`config.mk`:
```
export PLATFORM = sky130hd
export DESIGN_NAME = port_e_gpio
export DESIGN_NICKNAME = d
export VERILOG_FILES = /design/src/core/port_e_pkg.sv /design/src/core/port_e_gpio.sv /design/src/core/pin_sync.sv
export SDC_FILE = /design/constraint.sdc
export NUM_CORES = 1
export LEC_CHECK = 0
export ABC_AREA = 1
export ABC_CLOCK_PERIOD_IN_PS = 2000
export BUFFER_PORTS_ARGS = -buffer_cell sky130_fd_sc_hd__buf_4
export CORE_MARGIN = 1.5
export CORE_UTILIZATION = 40
export CTS_BUF_LIST = sky130_fd_sc_hd__clkbuf_16
export CTS_CLUSTER_SIZE = 28
export DETAILED_ROUTE_END_ITERATION = 8
export SYNTH_ARGS = -nofsm -noshare
export SYNTH_HDL_FRONTEND = slang
export SYNTH_SLANG_ARGS = --single-unit
```
`constraint.sdc`:
```
create_clock -name mclk -period 2 [get_ports mclk]
set_input_delay 0.6 -clock mclk [delete_from_list [all_inputs] [get_ports mclk]]
set_output_delay 0.6 -clock mclk [all_outputs]
set_load 0.01 [all_outputs]
```
`src/core/port_e_pkg.sv`:
```
package port_e_pkg;

  ////////////////////////////////////////////////////////////////////////////
  // Widths
  localparam int PORT_PINS = 8;
  localparam int DATA_W = 8;
  localparam int ADDR_W = 16;
  localparam int MODE_W = 3;
  localparam int SYNC_STAGES = 2;

  ////////////////////////////////////////////////////////////////////////////
  // Register addresses
  localparam logic [ADDR_W-1:0] ADDR_PIN_DIRECTION = 16'hFEBD;
  localparam logic [ADDR_W-1:0] ADDR_OUTPUT_VALUE = 16'hFF6D;
  localparam logic [ADDR_W-1:0] ADDR_PIN_READBACK = 16'hFF5D;
  localparam logic [ADDR_W-1:0] ADDR_PULLUP_ENABLE = 16'hFF74;
  localparam logic [ADDR_W-1:0] ADDR_PORT_STATUS = 16'hFF75;

  ////////////////////////////////////////////////////////////////////////////
  // Reset and read values
  localparam logic [DATA_W-1:0] RESET_PIN_DIRECTION = 8'h00;
  localparam logic [DATA_W-1:0] RESET_OUTPUT_VALUE = 8'h00;
  localparam logic [DATA_W-1:0] RESET_PULLUP_ENABLE = 8'h00;
  localparam logic [DATA_W-1:0] READ_WRITE_ONLY = 8'h00;
  localparam logic [DATA_W-1:0] READ_UNMAPPED = 8'h00;

  ////////////////////////////////////////////////////////////////////////////
  // Status field layout
  localparam int STATUS_OWNER_LSB = 0;
  localparam int STATUS_OWNER_W = 2;
  localparam int STATUS_WIDE_BIT = 2;

  ////////////////////////////////////////////////////////////////////////////
  // Operating modes
  localparam logic [MODE_W-1:0] MODE_0 = 3'h0;
  localparam logic [MODE_W-1:0] MODE_1 = 3'h1;
  localparam logic [MODE_W-1:0] MODE_2 = 3'h2;
  localparam logic [MODE_W-1:0] MODE_3 = 3'h3;
  localparam logic [MODE_W-1:0] MODE_4 = 3'h4;
  localparam logic [MODE_W-1:0] MODE_5 = 3'h5;
  localparam logic [MODE_W-1:0] MODE_6 = 3'h6;
  localparam logic [MODE_W-1:0] MODE_7 = 3'h7;

  ////////////////////////////////////////////////////////////////////////////
  // Pin ownership
  typedef enum logic [1:0] {
    OWN_GPIO = 2'h0,
    OWN_DATABUS = 2'h1,
    OWN_STANDBY = 2'h2
  } owner_e;

endpackage : port_e_pkg

```
`src/core/port_e_gpio.sv`:
```
// Behaviour
// - Eight-bit write-only direction register; reads give a fixed filler value
// - Direction clears on power-on reset and hardware standby, else retained
// - Modes 1,2,4,5,6 with 8-bit bus: direction bit 1 outputs, 0 inputs
// - Modes 1,2,4,5,6 with 16-bit bus: pins carry upper data bus
// - Modes 3 and 7: per-bit direction, 1 output, 0 input
// - Eight-bit read/write output value register drives output pins
// - Output value and pull-up registers clear on power-on and hardware standby
// - Read-only readback register; writes to it are ignored
// - Readback gives output bit where direction 1, pin level where 0
// - Readback follows pins after reset and in hardware standby, holds during manual reset and software standby
// - Eight-bit read/write pull-up register, one bit per pin
// - Pull-up on only for input pin with pull-up bit set in port mode
// - Pull-ups forced off in expanded modes with 16-bit bus
// - Pull-ups off after power-on and hardware standby, held otherwise
`timescale 1ns/1ps
`default_nettype none
module port_e_gpio #(
  parameter int PINS = port_e_pkg::PORT_PINS
) (
  input wire logic mclk,
  input wire logic rst,
  input wire logic ce,
  input wire logic hwStandby,
  input wire logic manualReset,
  input wire logic swStandby,
  input wire logic [port_e_pkg::MODE_W-1:0] opMode,
  input wire logic busWide,
  input wire logic [port_e_pkg::ADDR_W-1:0] regAddr,
  input wire logic [port_e_pkg::DATA_W-1:0] regWrData,
  input wire logic regWr,
  input wire logic regRd,
  output logic [port_e_pkg::DATA_W-1:0] regRdData,
  input wire logic [PINS-1:0] pinIn,
  output logic [PINS-1:0] pinOut,
  output logic [PINS-1:0] pinOe,
  output logic [PINS-1:0] pullupOn,
  input wire logic [PINS-1:0] busDataOut,
  input wire logic busDataOe,
  output logic [PINS-1:0] busDataIn
);
  import port_e_pkg::*;

  ////////////////////////////////////////////////////////////////////////////
  // Parameter check
  if (PINS != DATA_W) begin : gBadParam
    $error("port_e_gpio needs one register bit per pin");
  end

  ////////////////////////////////////////////////////////////////////////////
  // State
  typedef struct packed {
    logic [PINS-1:0] direction;
    logic [PINS-1:0] outputValue;
    logic [PINS-1:0] pullupEnable;
    logic [PINS-1:0] readback;
    logic [PINS-1:0] pinOut;
    logic [PINS-1:0] pinOe;
    logic [PINS-1:0] pullupOn;
    logic [PINS-1:0] busDataIn;
    logic [DATA_W-1:0] rdData;
    owner_e owner;
  } port_state_s;

  localparam port_state_s RESET_STATE = '{
    direction: RESET_PIN_DIRECTION,
    outputValue: RESET_OUTPUT_VALUE,
    pullupEnable: RESET_PULLUP_ENABLE,
    readback: '0,
    pinOut: '0,
    pinOe: '0,
    pullupOn: '0,
    busDataIn: '0,
    rdData: '0,
    owner: OWN_GPIO
  };

  port_state_s cur;
  port_state_s next_cur;

  ////////////////////////////////////////////////////////////////////////////
  // Pin synchroniser
  logic [PINS-1:0] pinSync;

  pin_sync #(
    .WIDTH(PINS),
    .STAGES(SYNC_STAGES)
  ) uPinSync (
    .mclk(mclk),
    .rst(rst),
    .ce(ce),
    .asyncIn(pinIn),
    .syncOut(pinSync)
  );

  ////////////////////////////////////////////////////////////////////////////
  // Mode decode
  logic expandedMode;
  logic portMode;
  logic holdState;
  logic busAccessOk;
  owner_e ownerNow;

  always_comb begin
    case (opMode)
      MODE_1, MODE_2, MODE_4, MODE_5, MODE_6: begin
        expandedMode = 1'b1;
      end
      MODE_0, MODE_3, MODE_7: begin
        expandedMode = 1'b0;
      end
      default: begin
        expandedMode = 1'b0;
      end
    endcase
  end

  // Bus width only matters in expanded modes
  assign portMode = !(expandedMode && busWide);

  // Manual reset and software standby freeze pins and readback
  assign holdState = manualReset || swStandby;

  // Registers only take writes while the processor runs; reads are not gated
  assign busAccessOk = !hwStandby && !manualReset && !swStandby;

  always_comb begin
    if (hwStandby) begin
      ownerNow = OWN_STANDBY;
    end else if (portMode) begin
      ownerNow = OWN_GPIO;
    end else begin
      ownerNow = OWN_DATABUS;
    end
  end

  ////////////////////////////////////////////////////////////////////////////
  // Per-pin function
  logic [PINS-1:0] pinOutNow;
  logic [PINS-1:0] pinOeNow;
  logic [PINS-1:0] pullupNow;
  logic [PINS-1:0] readbackNow;

  for (genvar i = 0; i < PINS; i++) begin : gPin
    always_comb begin
      case (ownerNow)
        OWN_GPIO: begin
          pinOutNow[i] = cur.outputValue[i];
          pinOeNow[i] = cur.direction[i];
          pullupNow[i] = !cur.direction[i] && cur.pullupEnable[i];
        end
        OWN_DATABUS: begin
          pinOutNow[i] = busDataOut[i];
          pinOeNow[i] = busDataOe;
          pullupNow[i] = 1'b0;
        end
        OWN_STANDBY: begin
          pinOutNow[i] = 1'b0;
          pinOeNow[i] = 1'b0;
          pullupNow[i] = 1'b0;
        end
        default: begin
          pinOutNow[i] = 1'b0;
          pinOeNow[i] = 1'b0;
          pullupNow[i] = 1'b0;
        end
      endcase
      if (cur.direction[i]) begin
        readbackNow[i] = cur.outputValue[i];
      end else begin
        readbackNow[i] = pinSync[i];
      end
    end
  end

  ////////////////////////////////////////////////////////////////////////////
  // Register file and pin state
  logic [DATA_W-1:0] statusWord;

  always_comb begin
    statusWord = '0;
    statusWord[STATUS_OWNER_LSB +: STATUS_OWNER_W] = cur.owner;
    statusWord[STATUS_WIDE_BIT] = !portMode;
  end

  always_comb begin
    next_cur = cur;
    next_cur.owner = ownerNow;
    next_cur.busDataIn = pinSync;

    // Register writes; the readback address takes no write
    if (regWr && busAccessOk) begin
      case (regAddr)
        ADDR_PIN_DIRECTION: begin
          next_cur.direction = regWrData;
        end
        ADDR_OUTPUT_VALUE: begin
          next_cur.outputValue = regWrData;
        end
        ADDR_PULLUP_ENABLE: begin
          next_cur.pullupEnable = regWrData;
        end
        ADDR_PIN_READBACK: begin
          next_cur.outputValue = cur.outputValue;
        end
        default: begin
          next_cur.direction = cur.direction;
        end
      endcase
    end

    // Hardware standby clears the direction, output value and pull-up registers as a power-on reset does
    if (hwStandby) begin
      next_cur.direction = RESET_PIN_DIRECTION;
      next_cur.outputValue = RESET_OUTPUT_VALUE;
      next_cur.pullupEnable = RESET_PULLUP_ENABLE;
    end

    // Pins and readback hold their last value while frozen
    if (!holdState) begin
      next_cur.readback = readbackNow;
      next_cur.pinOut = pinOutNow;
      next_cur.pinOe = pinOeNow;
      next_cur.pullupOn = pullupNow;
    end
    if (hwStandby) begin
      next_cur.readback = pinSync;
      next_cur.pinOe = '0;
      next_cur.pullupOn = '0;
    end

    // Read data stand for the cycle after the strobe only
    next_cur.rdData = '0;
    if (regRd) begin
      case (regAddr)
        ADDR_PIN_DIRECTION: begin
          next_cur.rdData = READ_WRITE_ONLY;
        end
        ADDR_OUTPUT_VALUE: begin
          next_cur.rdData = cur.outputValue;
        end
        ADDR_PIN_READBACK: begin
          next_cur.rdData = cur.readback;
        end
        ADDR_PULLUP_ENABLE: begin
          next_cur.rdData = cur.pullupEnable;
        end
        ADDR_PORT_STATUS: begin
          next_cur.rdData = statusWord;
        end
        default: begin
          next_cur.rdData = READ_UNMAPPED;
        end
      endcase
    end
  end

  ////////////////////////////////////////////////////////////////////////////
  // State register
  always_ff @(posedge mclk) begin
    if (rst) begin
      cur <= RESET_STATE;
    end else if (ce) begin
      cur <= next_cur;
    end
  end

  ////////////////////////////////////////////////////////////////////////////
  // Outputs
  assign regRdData = cur.rdData;
  assign pinOut = cur.pinOut;
  assign pinOe = cur.pinOe;
  assign pullupOn = cur.pullupOn;
  assign busDataIn = cur.busDataIn;

endmodule : port_e_gpio
`default_nettype wire

```
`src/core/pin_sync.sv`:
```
`timescale 1ns/1ps
`default_nettype none
module pin_sync #(
  parameter int WIDTH = 8,
  parameter int STAGES = 2
) (
  input wire logic mclk,
  input wire logic rst,
  input wire logic ce,
  input wire logic [WIDTH-1:0] asyncIn,
  output logic [WIDTH-1:0] syncOut
);

  ////////////////////////////////////////////////////////////////////////////
  // Parameter check
  if (STAGES < 2 || WIDTH < 1) begin : gBadParam
    $error("pin_sync needs at least two stages and one bit");
  end

  ////////////////////////////////////////////////////////////////////////////
  // Per-bit flip-flop chain
  logic [STAGES-1:0] chain [WIDTH];

  for (genvar i = 0; i < WIDTH; i++) begin : gBit
    always_ff @(posedge mclk) begin
      if (rst) begin
        chain[i] <= '0;
      end else if (ce) begin
        chain[i] <= {chain[i][STAGES-2:0], asyncIn[i]};
      end
    end
    assign syncOut[i] = chain[i][STAGES-1];
  end

endmodule : pin_sync
`default_nettype wire

```
==> out/results.ini, run 1 <==
[route]
dr.first_iter.drc_count = 262
routed_wl_um = 10800
drc = 0
via_count = 3965
drt-pass1-iter-count = 5
wl_per_cell_um = 13.2
ant_nets = 0
drt-vias-per-instance = 4.82

[floorplan]
row_count = 38
initial_core_util = 0.411
dieWidth_um = 108
core_area_sq_mm = 0.0108
die_y_um = 108
die-area_sq_mm = 0.0118
io_pins = 93

[logic_synthesis]
syn_nets = 670
synth_top_area_cell = dfxtp_1
synth_cells = 616
yosys_warnings = 0
synth_area_leaders = dfxtp_1, nand2_1, edfxtp_1
syn_avg_cell_area_sq_um = 7.23
synth-main-ff-cell = dfxtp_1
ys_ff_latch = 90
synth.most_common_cell = nand2_1
synth_common_cells = nand2_1, nor2_1, dfxtp_1, inv_1, a21oi_1
netlist_area_sq_mm = 0.00445
synth-edff-count = 16
synth-async-reset-ratio = 0
ys_seq_area_frac = 0.441
synth_top_area_frac = 0.333
yosysUniqueCellTypes = 27

[clock_tree]
htree_levels = 3
cts_hold_buf = 0
clk_pin_slew_ns = 0.06
cts-resized-gates = 0
cts_sinks = 90
ctsLongestPathBuffers = 2
clk_latency_ns = 0.34
cts_setup_buffers = 0
cts_tree = built
cts_root_buf = clkbuf_16
cts_buffers = 9

[global_routing]
grt_max_degree = 48
grt.total_usage = 0.187
overflow = 0
antenna_found_initial = 0
grt_pass1_wl_um = 16900
grt_pass1_vias = 3524

[worst_setup_path]
ff2ff_path_depth = 5
r2r_start = cur[66]
regToRegSetupSlack_ns = 1.03
startpoint_type = primary input
worstPathRequired_ns = 2.27
arrival_ns = 2.00
cp_cell_sequence = buf_4 > ha_1 > nor2_1 > inv_2 > nand3_1 > nor2_2 > nand2_2 > o21ai_0 > nand2_1 > a21oi_1
max_stage_delay_ns = 0.35
end_kind = register
crit_path_end = pinOe[4]
cp_max_fo = 10
criticalPathCategory = primary input to register
critical_path.startpoint = opMode[1]
r2r_end = cur[42]
slowest_stage = nor2_2

[power_and_ir_drop]
leakagePower_nw = 2.56
irDropWorstVdd_mv = 0.375
fin_total_pwr_w = 0.00404
powerDensity_mw_per_mm2 = 753

[timing]
worstMarginPinSlew_ns = 0.415
hold_viol = 0
relSlewSlack = 0.723
rsz0062_at_grt = false
min_period_ns = 1.73
setup_tns_ns = 0
hold_slack_ns = 0.452
drv_slew = 0
clock_skew_ns = 0.00366
max_freq_ghz = 0.579
period_share = 0.863
setup_viol = 0

[run]
cap_violations = 0

[final_layout]
nFillCells = 1093
antennaDiodeCount = 0
final_nets = 731
area_growth_pct = 20.7
drive_gt1_frac = 0.217

[placement]
hpwl_um = 8270
gp_congestion = 0.894
port_buffers = 92

[hold_path]
hold_class = register to register

[status]
status = finished, final reports clean

[how the worst min path moves through the flow]
stage / startpoint / to / cells past startpoint
floorplan: regRdData[0] / regRdData[0] / 2
global placement: regRdData[2] / regRdData[2] / 2
detailed placement: regRdData[4] / regRdData[4] / 2
CTS: regRdData[4] / regRdData[4] / 2
global route: regRdData[1] / regRdData[1] / 2
finish: regRdData[0] / regRdData[0] / 2
[layer usage]
| layer | vias to the layer above | global-route usage | part of all wire |
|---|---|---|---|
| li1 | 2029 | - | - |
| met1 | 1781 | 0.243 | 0.44 |
| met2 | 134 | 0.304 | 0.47 |
| met3 | 21 | 0.0356 | 0.064 |
| met4 | 0 | 0.0799 | 0.028 |
| met5 | - | 0 | 0 |
[power by group]
group | internal [W] | leakage [nW] | switching [W]
clock network | 0.000839 | 0.135 | 0.000705
registers | 0.00194 | 0.780 | 0.0000712
logic | 0.000217 | 1.64 | 0.000274
total | 0.00299 | 2.56 | 0.00105
[cells by family after synthesis]
kind of cell               count (synthesis)  share of synthesized area
and+or+nand+nor                          291                      0.278
AOI/OAI and AO/OA                         99                      0.127
adders and majority gates                  1                    0.00281
DFF                                       90                      0.441
buffers and inverters                    135                      0.152
[cell type report]
class	instances	area (sq um)	share of cell area
Multi-Input combinational cell	391	1810	0.338
Clock buffer	9	225	0.0419
Inverter	77	289	0.0538
Timing Repair Buffer	108	861	0.160
Sequential cell	90	1960	0.365
Clock inverter	7	46.3	0.00862
Tap cell	140	175	0.0326
[layout by cell type, fill, tap and decap left out, drive strengths merged]
master / count
a21oi: 44
a22o: 8
a31oi: 1
buf: 108
clkbuf: 9
clkinv: 5
clkinvlp: 1
dfxtp: 74
edfxtp: 16
ha: 1
inv: 78
nand2: 163
nand3: 38
nand4: 2
nor2: 87
nor3: 1
o211ai: 9
o21ai: 37
[worst max-delay path: cells and delay by family]
kind            cells  cell delay [ns]
buf+inv             2             0.15
fa+ha+maj           1             0.26
simple gates        5             0.73
compound gates      2             0.26
[through the flow]
| stage | instances | instance area (sq um) | setup slack, ns | utilization |
|---|---|---|---|---|
| 2_1_floorplan | 616 | 4450 | 0.261 | - |
| 3_3_place_gp | 806 | 5100 | 0.0474 | 0.470 |
| 3_5_place_dp | 806 | 5100 | -0.0584 | 0.470 |
| 4_1_cts | 822 | 5370 | 0.307 | 0.495 |
| 5_1_grt | 822 | 5370 | 0.101 | 0.495 |
| 6_report | 822 | 5370 | 0.273 | 0.495 |
[state kept, by name, indices dropped and copies added, names as in the netlist]
signal	cells
regRdData	8
pinOe	8
cur	34
pullupOn	8
uPinSync.chain	16
pinOut	8
busDataIn	8
Power figures use the tool's default switching activity.
==> run 2, diff against run 1 <==
--- a/config.mk
+++ b/config.mk
@@ -13,6 +13,8 @@
 export CTS_BUF_LIST = sky130_fd_sc_hd__clkbuf_16
 export CTS_CLUSTER_SIZE = 28
 export DETAILED_ROUTE_END_ITERATION = 8
+export SLEW_MARGIN = 20
 export SYNTH_ARGS = -nofsm -noshare
 export SYNTH_HDL_FRONTEND = slang
+export SYNTH_HIERARCHICAL = 1
 export SYNTH_SLANG_ARGS = --single-unit
==> run 2 against run 1 <==
  * Non-clock buffer count unchanged
  * Design area is 0.58% lower
  * Fmax up 5.1%
  * Die area grew 1.6%
  * Critical path type unchanged
  * Largest cell class unchanged
==> out/results.ini, run 2 <==
[logic_synthesis]
synth_top_area_frac = 0.328  ; -0.00525
netlist_area_sq_mm = 0.00452  ; +1.6%
syn_nets = 652  ; -2.7%
yosys_warnings = 6  ; +6
yosysUniqueCellTypes = 28  ; +3.7%
synth-edff-count = 16  ; unchanged
synth-main-ff-cell = dfxtp_1
synth_top_area_cell = dfxtp_1
ys_seq_area_frac = 0.434  ; -0.00695
synth_common_cells = nand2_1, dfxtp_1, nor2_1, inv_1, o21ai_0
ys_ff_latch = 90  ; unchanged
synth-async-reset-ratio = 0  ; unchanged
synth_area_leaders = dfxtp_1, edfxtp_1, buf_4
synth_cells = 598  ; -2.9%
syn_avg_cell_area_sq_um = 7.56  ; +4.7%
synth.most_common_cell = nand2_1

[clock_tree]
clk_pin_slew_ns = 0.07  ; about the same
cts_hold_buf = 0  ; unchanged
htree_levels = 3  ; unchanged
cts_tree = built
clk_latency_ns = 0.34  ; about the same
cts-resized-gates = 0  ; unchanged
ctsLongestPathBuffers = 2  ; unchanged
cts_root_buf = clkbuf_16
cts_buffers = 9  ; unchanged
cts_sinks = 90  ; unchanged
cts_setup_buffers = 0  ; unchanged

[worst_setup_path]
regToRegSetupSlack_ns = 1.03  ; about the same
path_buf_inv = 2  ; unchanged
critical_path.startpoint = opMode[0]
worstSetupPathDepth = 10  ; unchanged
arrival_ns = 1.91  ; -0.09 ns
r2r_end = regRdData[1]
worstPathRequired_ns = 2.27  ; about the same
cp_top_family = simple AND/OR/NAND/NOR gates
criticalPathCategory = primary input to register
ff2ff_path_depth = 4  ; -1
r2r_start = cur[51]
critPathMostFrequentCell = nand2_1
max_stage_delay_ns = 0.26  ; -0.09 ns
end_kind = register
slowest_stage = ha_1
startpoint_type = primary input
cp_cell_sequence = buf_4 > ha_1 > nor2_1 > nor2_2 > inv_1 > nor2_4 > nand2_1 > o21ai_0 > nand2_1 > a21oi_1
cp_max_fo = 8  ; -2
crit_path_end = pinOe[2]

[route]
ant_nets = 0  ; unchanged
top_layer_used = met4
wl_per_cell_um = 13.8  ; +4.5%
via_count = 3866  ; -2.5%
met3_length_um = 602  ; -13%
drt-pass1-iter-count = 4  ; -1
met2_length_um = 5150  ; +1.1%
drt-vias-per-instance = 4.89  ; +1.5%
m1WireLength_um = 4980  ; +5.4%
dr.first_iter.drc_count = 260  ; -0.76%
drc = 0  ; unchanged
routed_wl_um = 10900  ; +0.47%

[placement]
hpwl_um = 8130  ; -1.7%
dp_worst_setup_slack_ns = -0.0196  ; +0.0388 ns
port_buffers = 92  ; unchanged
gp_congestion = 0.830  ; -7.1%

[timing]
relSlewSlack = 0.637  ; -0.0855
setup_slack_ns = 0.356  ; +0.0830 ns
max_freq_ghz = 0.608  ; +5.1%
worstMarginPinSlew_ns = 0.543  ; +0.128 ns
setup_viol = 0  ; unchanged
rsz0062_at_grt = false
drv_slew = 0  ; unchanged
clock_skew_ns = 0.00531  ; +0.00165 ns
hold_viol = 0  ; unchanged
period_share = 0.822  ; -0.0415
min_period_ns = 1.64  ; -0.0830 ns

[run]
cap_violations = 0  ; unchanged

[floorplan]
die-area_sq_mm = 0.0120  ; +1.6%
io_pins = 93  ; unchanged
row_count = 38  ; unchanged
dieWidth_um = 109  ; +0.77%
initial_core_util = 0.414  ; +0.00295
core_area_sq_mm = 0.0109  ; +0.88%
die_y_um = 109  ; +0.77%

[final_layout]
regMostFlops = cur
largest_register_ffs = 34  ; unchanged
utilization = 0.488  ; -0.00717
layout_common_cells = buf_4, nand2_1, dfxtp_1
layout_commonest_cell = buf_4
area_growth_pct = 18.1
antennaDiodeCount = 0  ; unchanged
drive_gt1_frac = 0.249  ; +0.0322
reg.largest.list = cur: 34 flops, uPinSync/chain: 16 flops
final_nets = 699  ; -4.4%

[global_routing]
antenna_found_initial = 0  ; unchanged
grt_pass1_vias = 3547  ; +0.65%
grt_pass1_wl_um = 17100  ; +0.82%
grt_max_degree = 46  ; -4.2%
grt.total_usage = 0.187  ; -0.000235
overflow = 0  ; unchanged

[power_and_ir_drop]
leakagePower_nw = 2.43  ; -4.9%
irDropWorstVdd_mv = 0.456  ; +21%
p_comb_frac = 0.119  ; -0.002
p_sw_frac = 0.255  ; -0.00442
powerDensity_mw_per_mm2 = 785  ; +4.3%
fin_total_pwr_w = 0.00419  ; +3.7%
clkPwrFrac = 0.407  ; +0.025
sequentialPowerShare = 0.474  ; -0.023
power.internal_w = 0.00312  ; +4.3%
switchingPower_w = 0.00107  ; +1.9%

[hold_path]
hold_class = register to register

[status]
status = finished, final reports clean

==> run 2: cell types whose count changed in the layout (fill, tap and decap cells not counted), moves of 3 or more <==
cell / previous run / this run
a21oi_1: 44 / 49
a22o_1: 8 / 0
inv_1: 71 / 67
inv_2: 6 / 2
nand2_1: 156 / 88
nand3_1: 38 / 41
nand4_1: 2 / 10
nor2_1: 76 / 70
nor2_2: 3 / 11
o211ai_1: 9 / 0
o21ai_0: 29 / 67
o21ai_1: 6 / 2
==> run 2: worst min-delay path by stage <==
stage	startpoint	to	slack [ns]	cells after the start
5_1_grt	cur[1]	cur[1]	0.48	2
6_report	regRdData[5]	regRdData[5]	0.47	2
2_1_floorplan	cur[66]	cur[66]	0.44	2
4_1_cts	cur[1]	cur[1]	0.46	2
3_3_place_gp	cur[1]	cur[1]	0.45	2
3_5_place_dp	cur[1]	cur[1]	0.45	2
==> run 2: worst min-delay path: stages, from the launching register on <==
cell	delay [ns]
dfxtp_1	0.31
nand2_1	0.06
a21oi_1	0.06
==> run 2: metrics by stage <==
stage	cells	hold slack [ns]	instance area, sq um	TNS [ns]
final	790	0.466	5340	0
after global routing	790	0.480	5340	0
after global placement	774	0.452	5040	0
after CTS	790	0.465	5340	0
after floorplan	598	0.440	4520	0
after detailed placement	774	0.454	5040	-0.0196
==> run 2: layout make-up <==
class                      count  area [sq um]
clock inverter                 7          77.6
fill                        1122          5600
inverter                      69           259
sequential                    90          1960
clock buffer                   9           225
tap                          140           175
timing repair buffer         108           836
multi-input combinational    367          1810
==> run 2: cells by family after synthesis <==
kind of cell | after synthesis | share of synthesized area
compound gates | 127 | 0.151
simple gates | 239 | 0.246
flops | 90 | 0.434
fa+ha+maj | 1 | 0.00277
buf+inv | 141 | 0.167
==> run 2: power by group through the flow <==
stage	logic [W]	registers, W	clock network (W)
after CTS	0.000500	0.00199	0.00173
final	0.000498	0.00199	0.00171
after detailed placement	0.000498	0.00203	0
after global placement	0.000492	0.00203	0
after floorplan	0.000338	0.00201	0
after global routing	0.000558	0.00200	0.00180
==> run 2: metal layers <==
metal  track usage  vias to the layer above
li1              -                     1974
met2         0.314                       99
met3        0.0421                       12
met1         0.243                     1781
met4        0.0492                        0
met5             0                        -
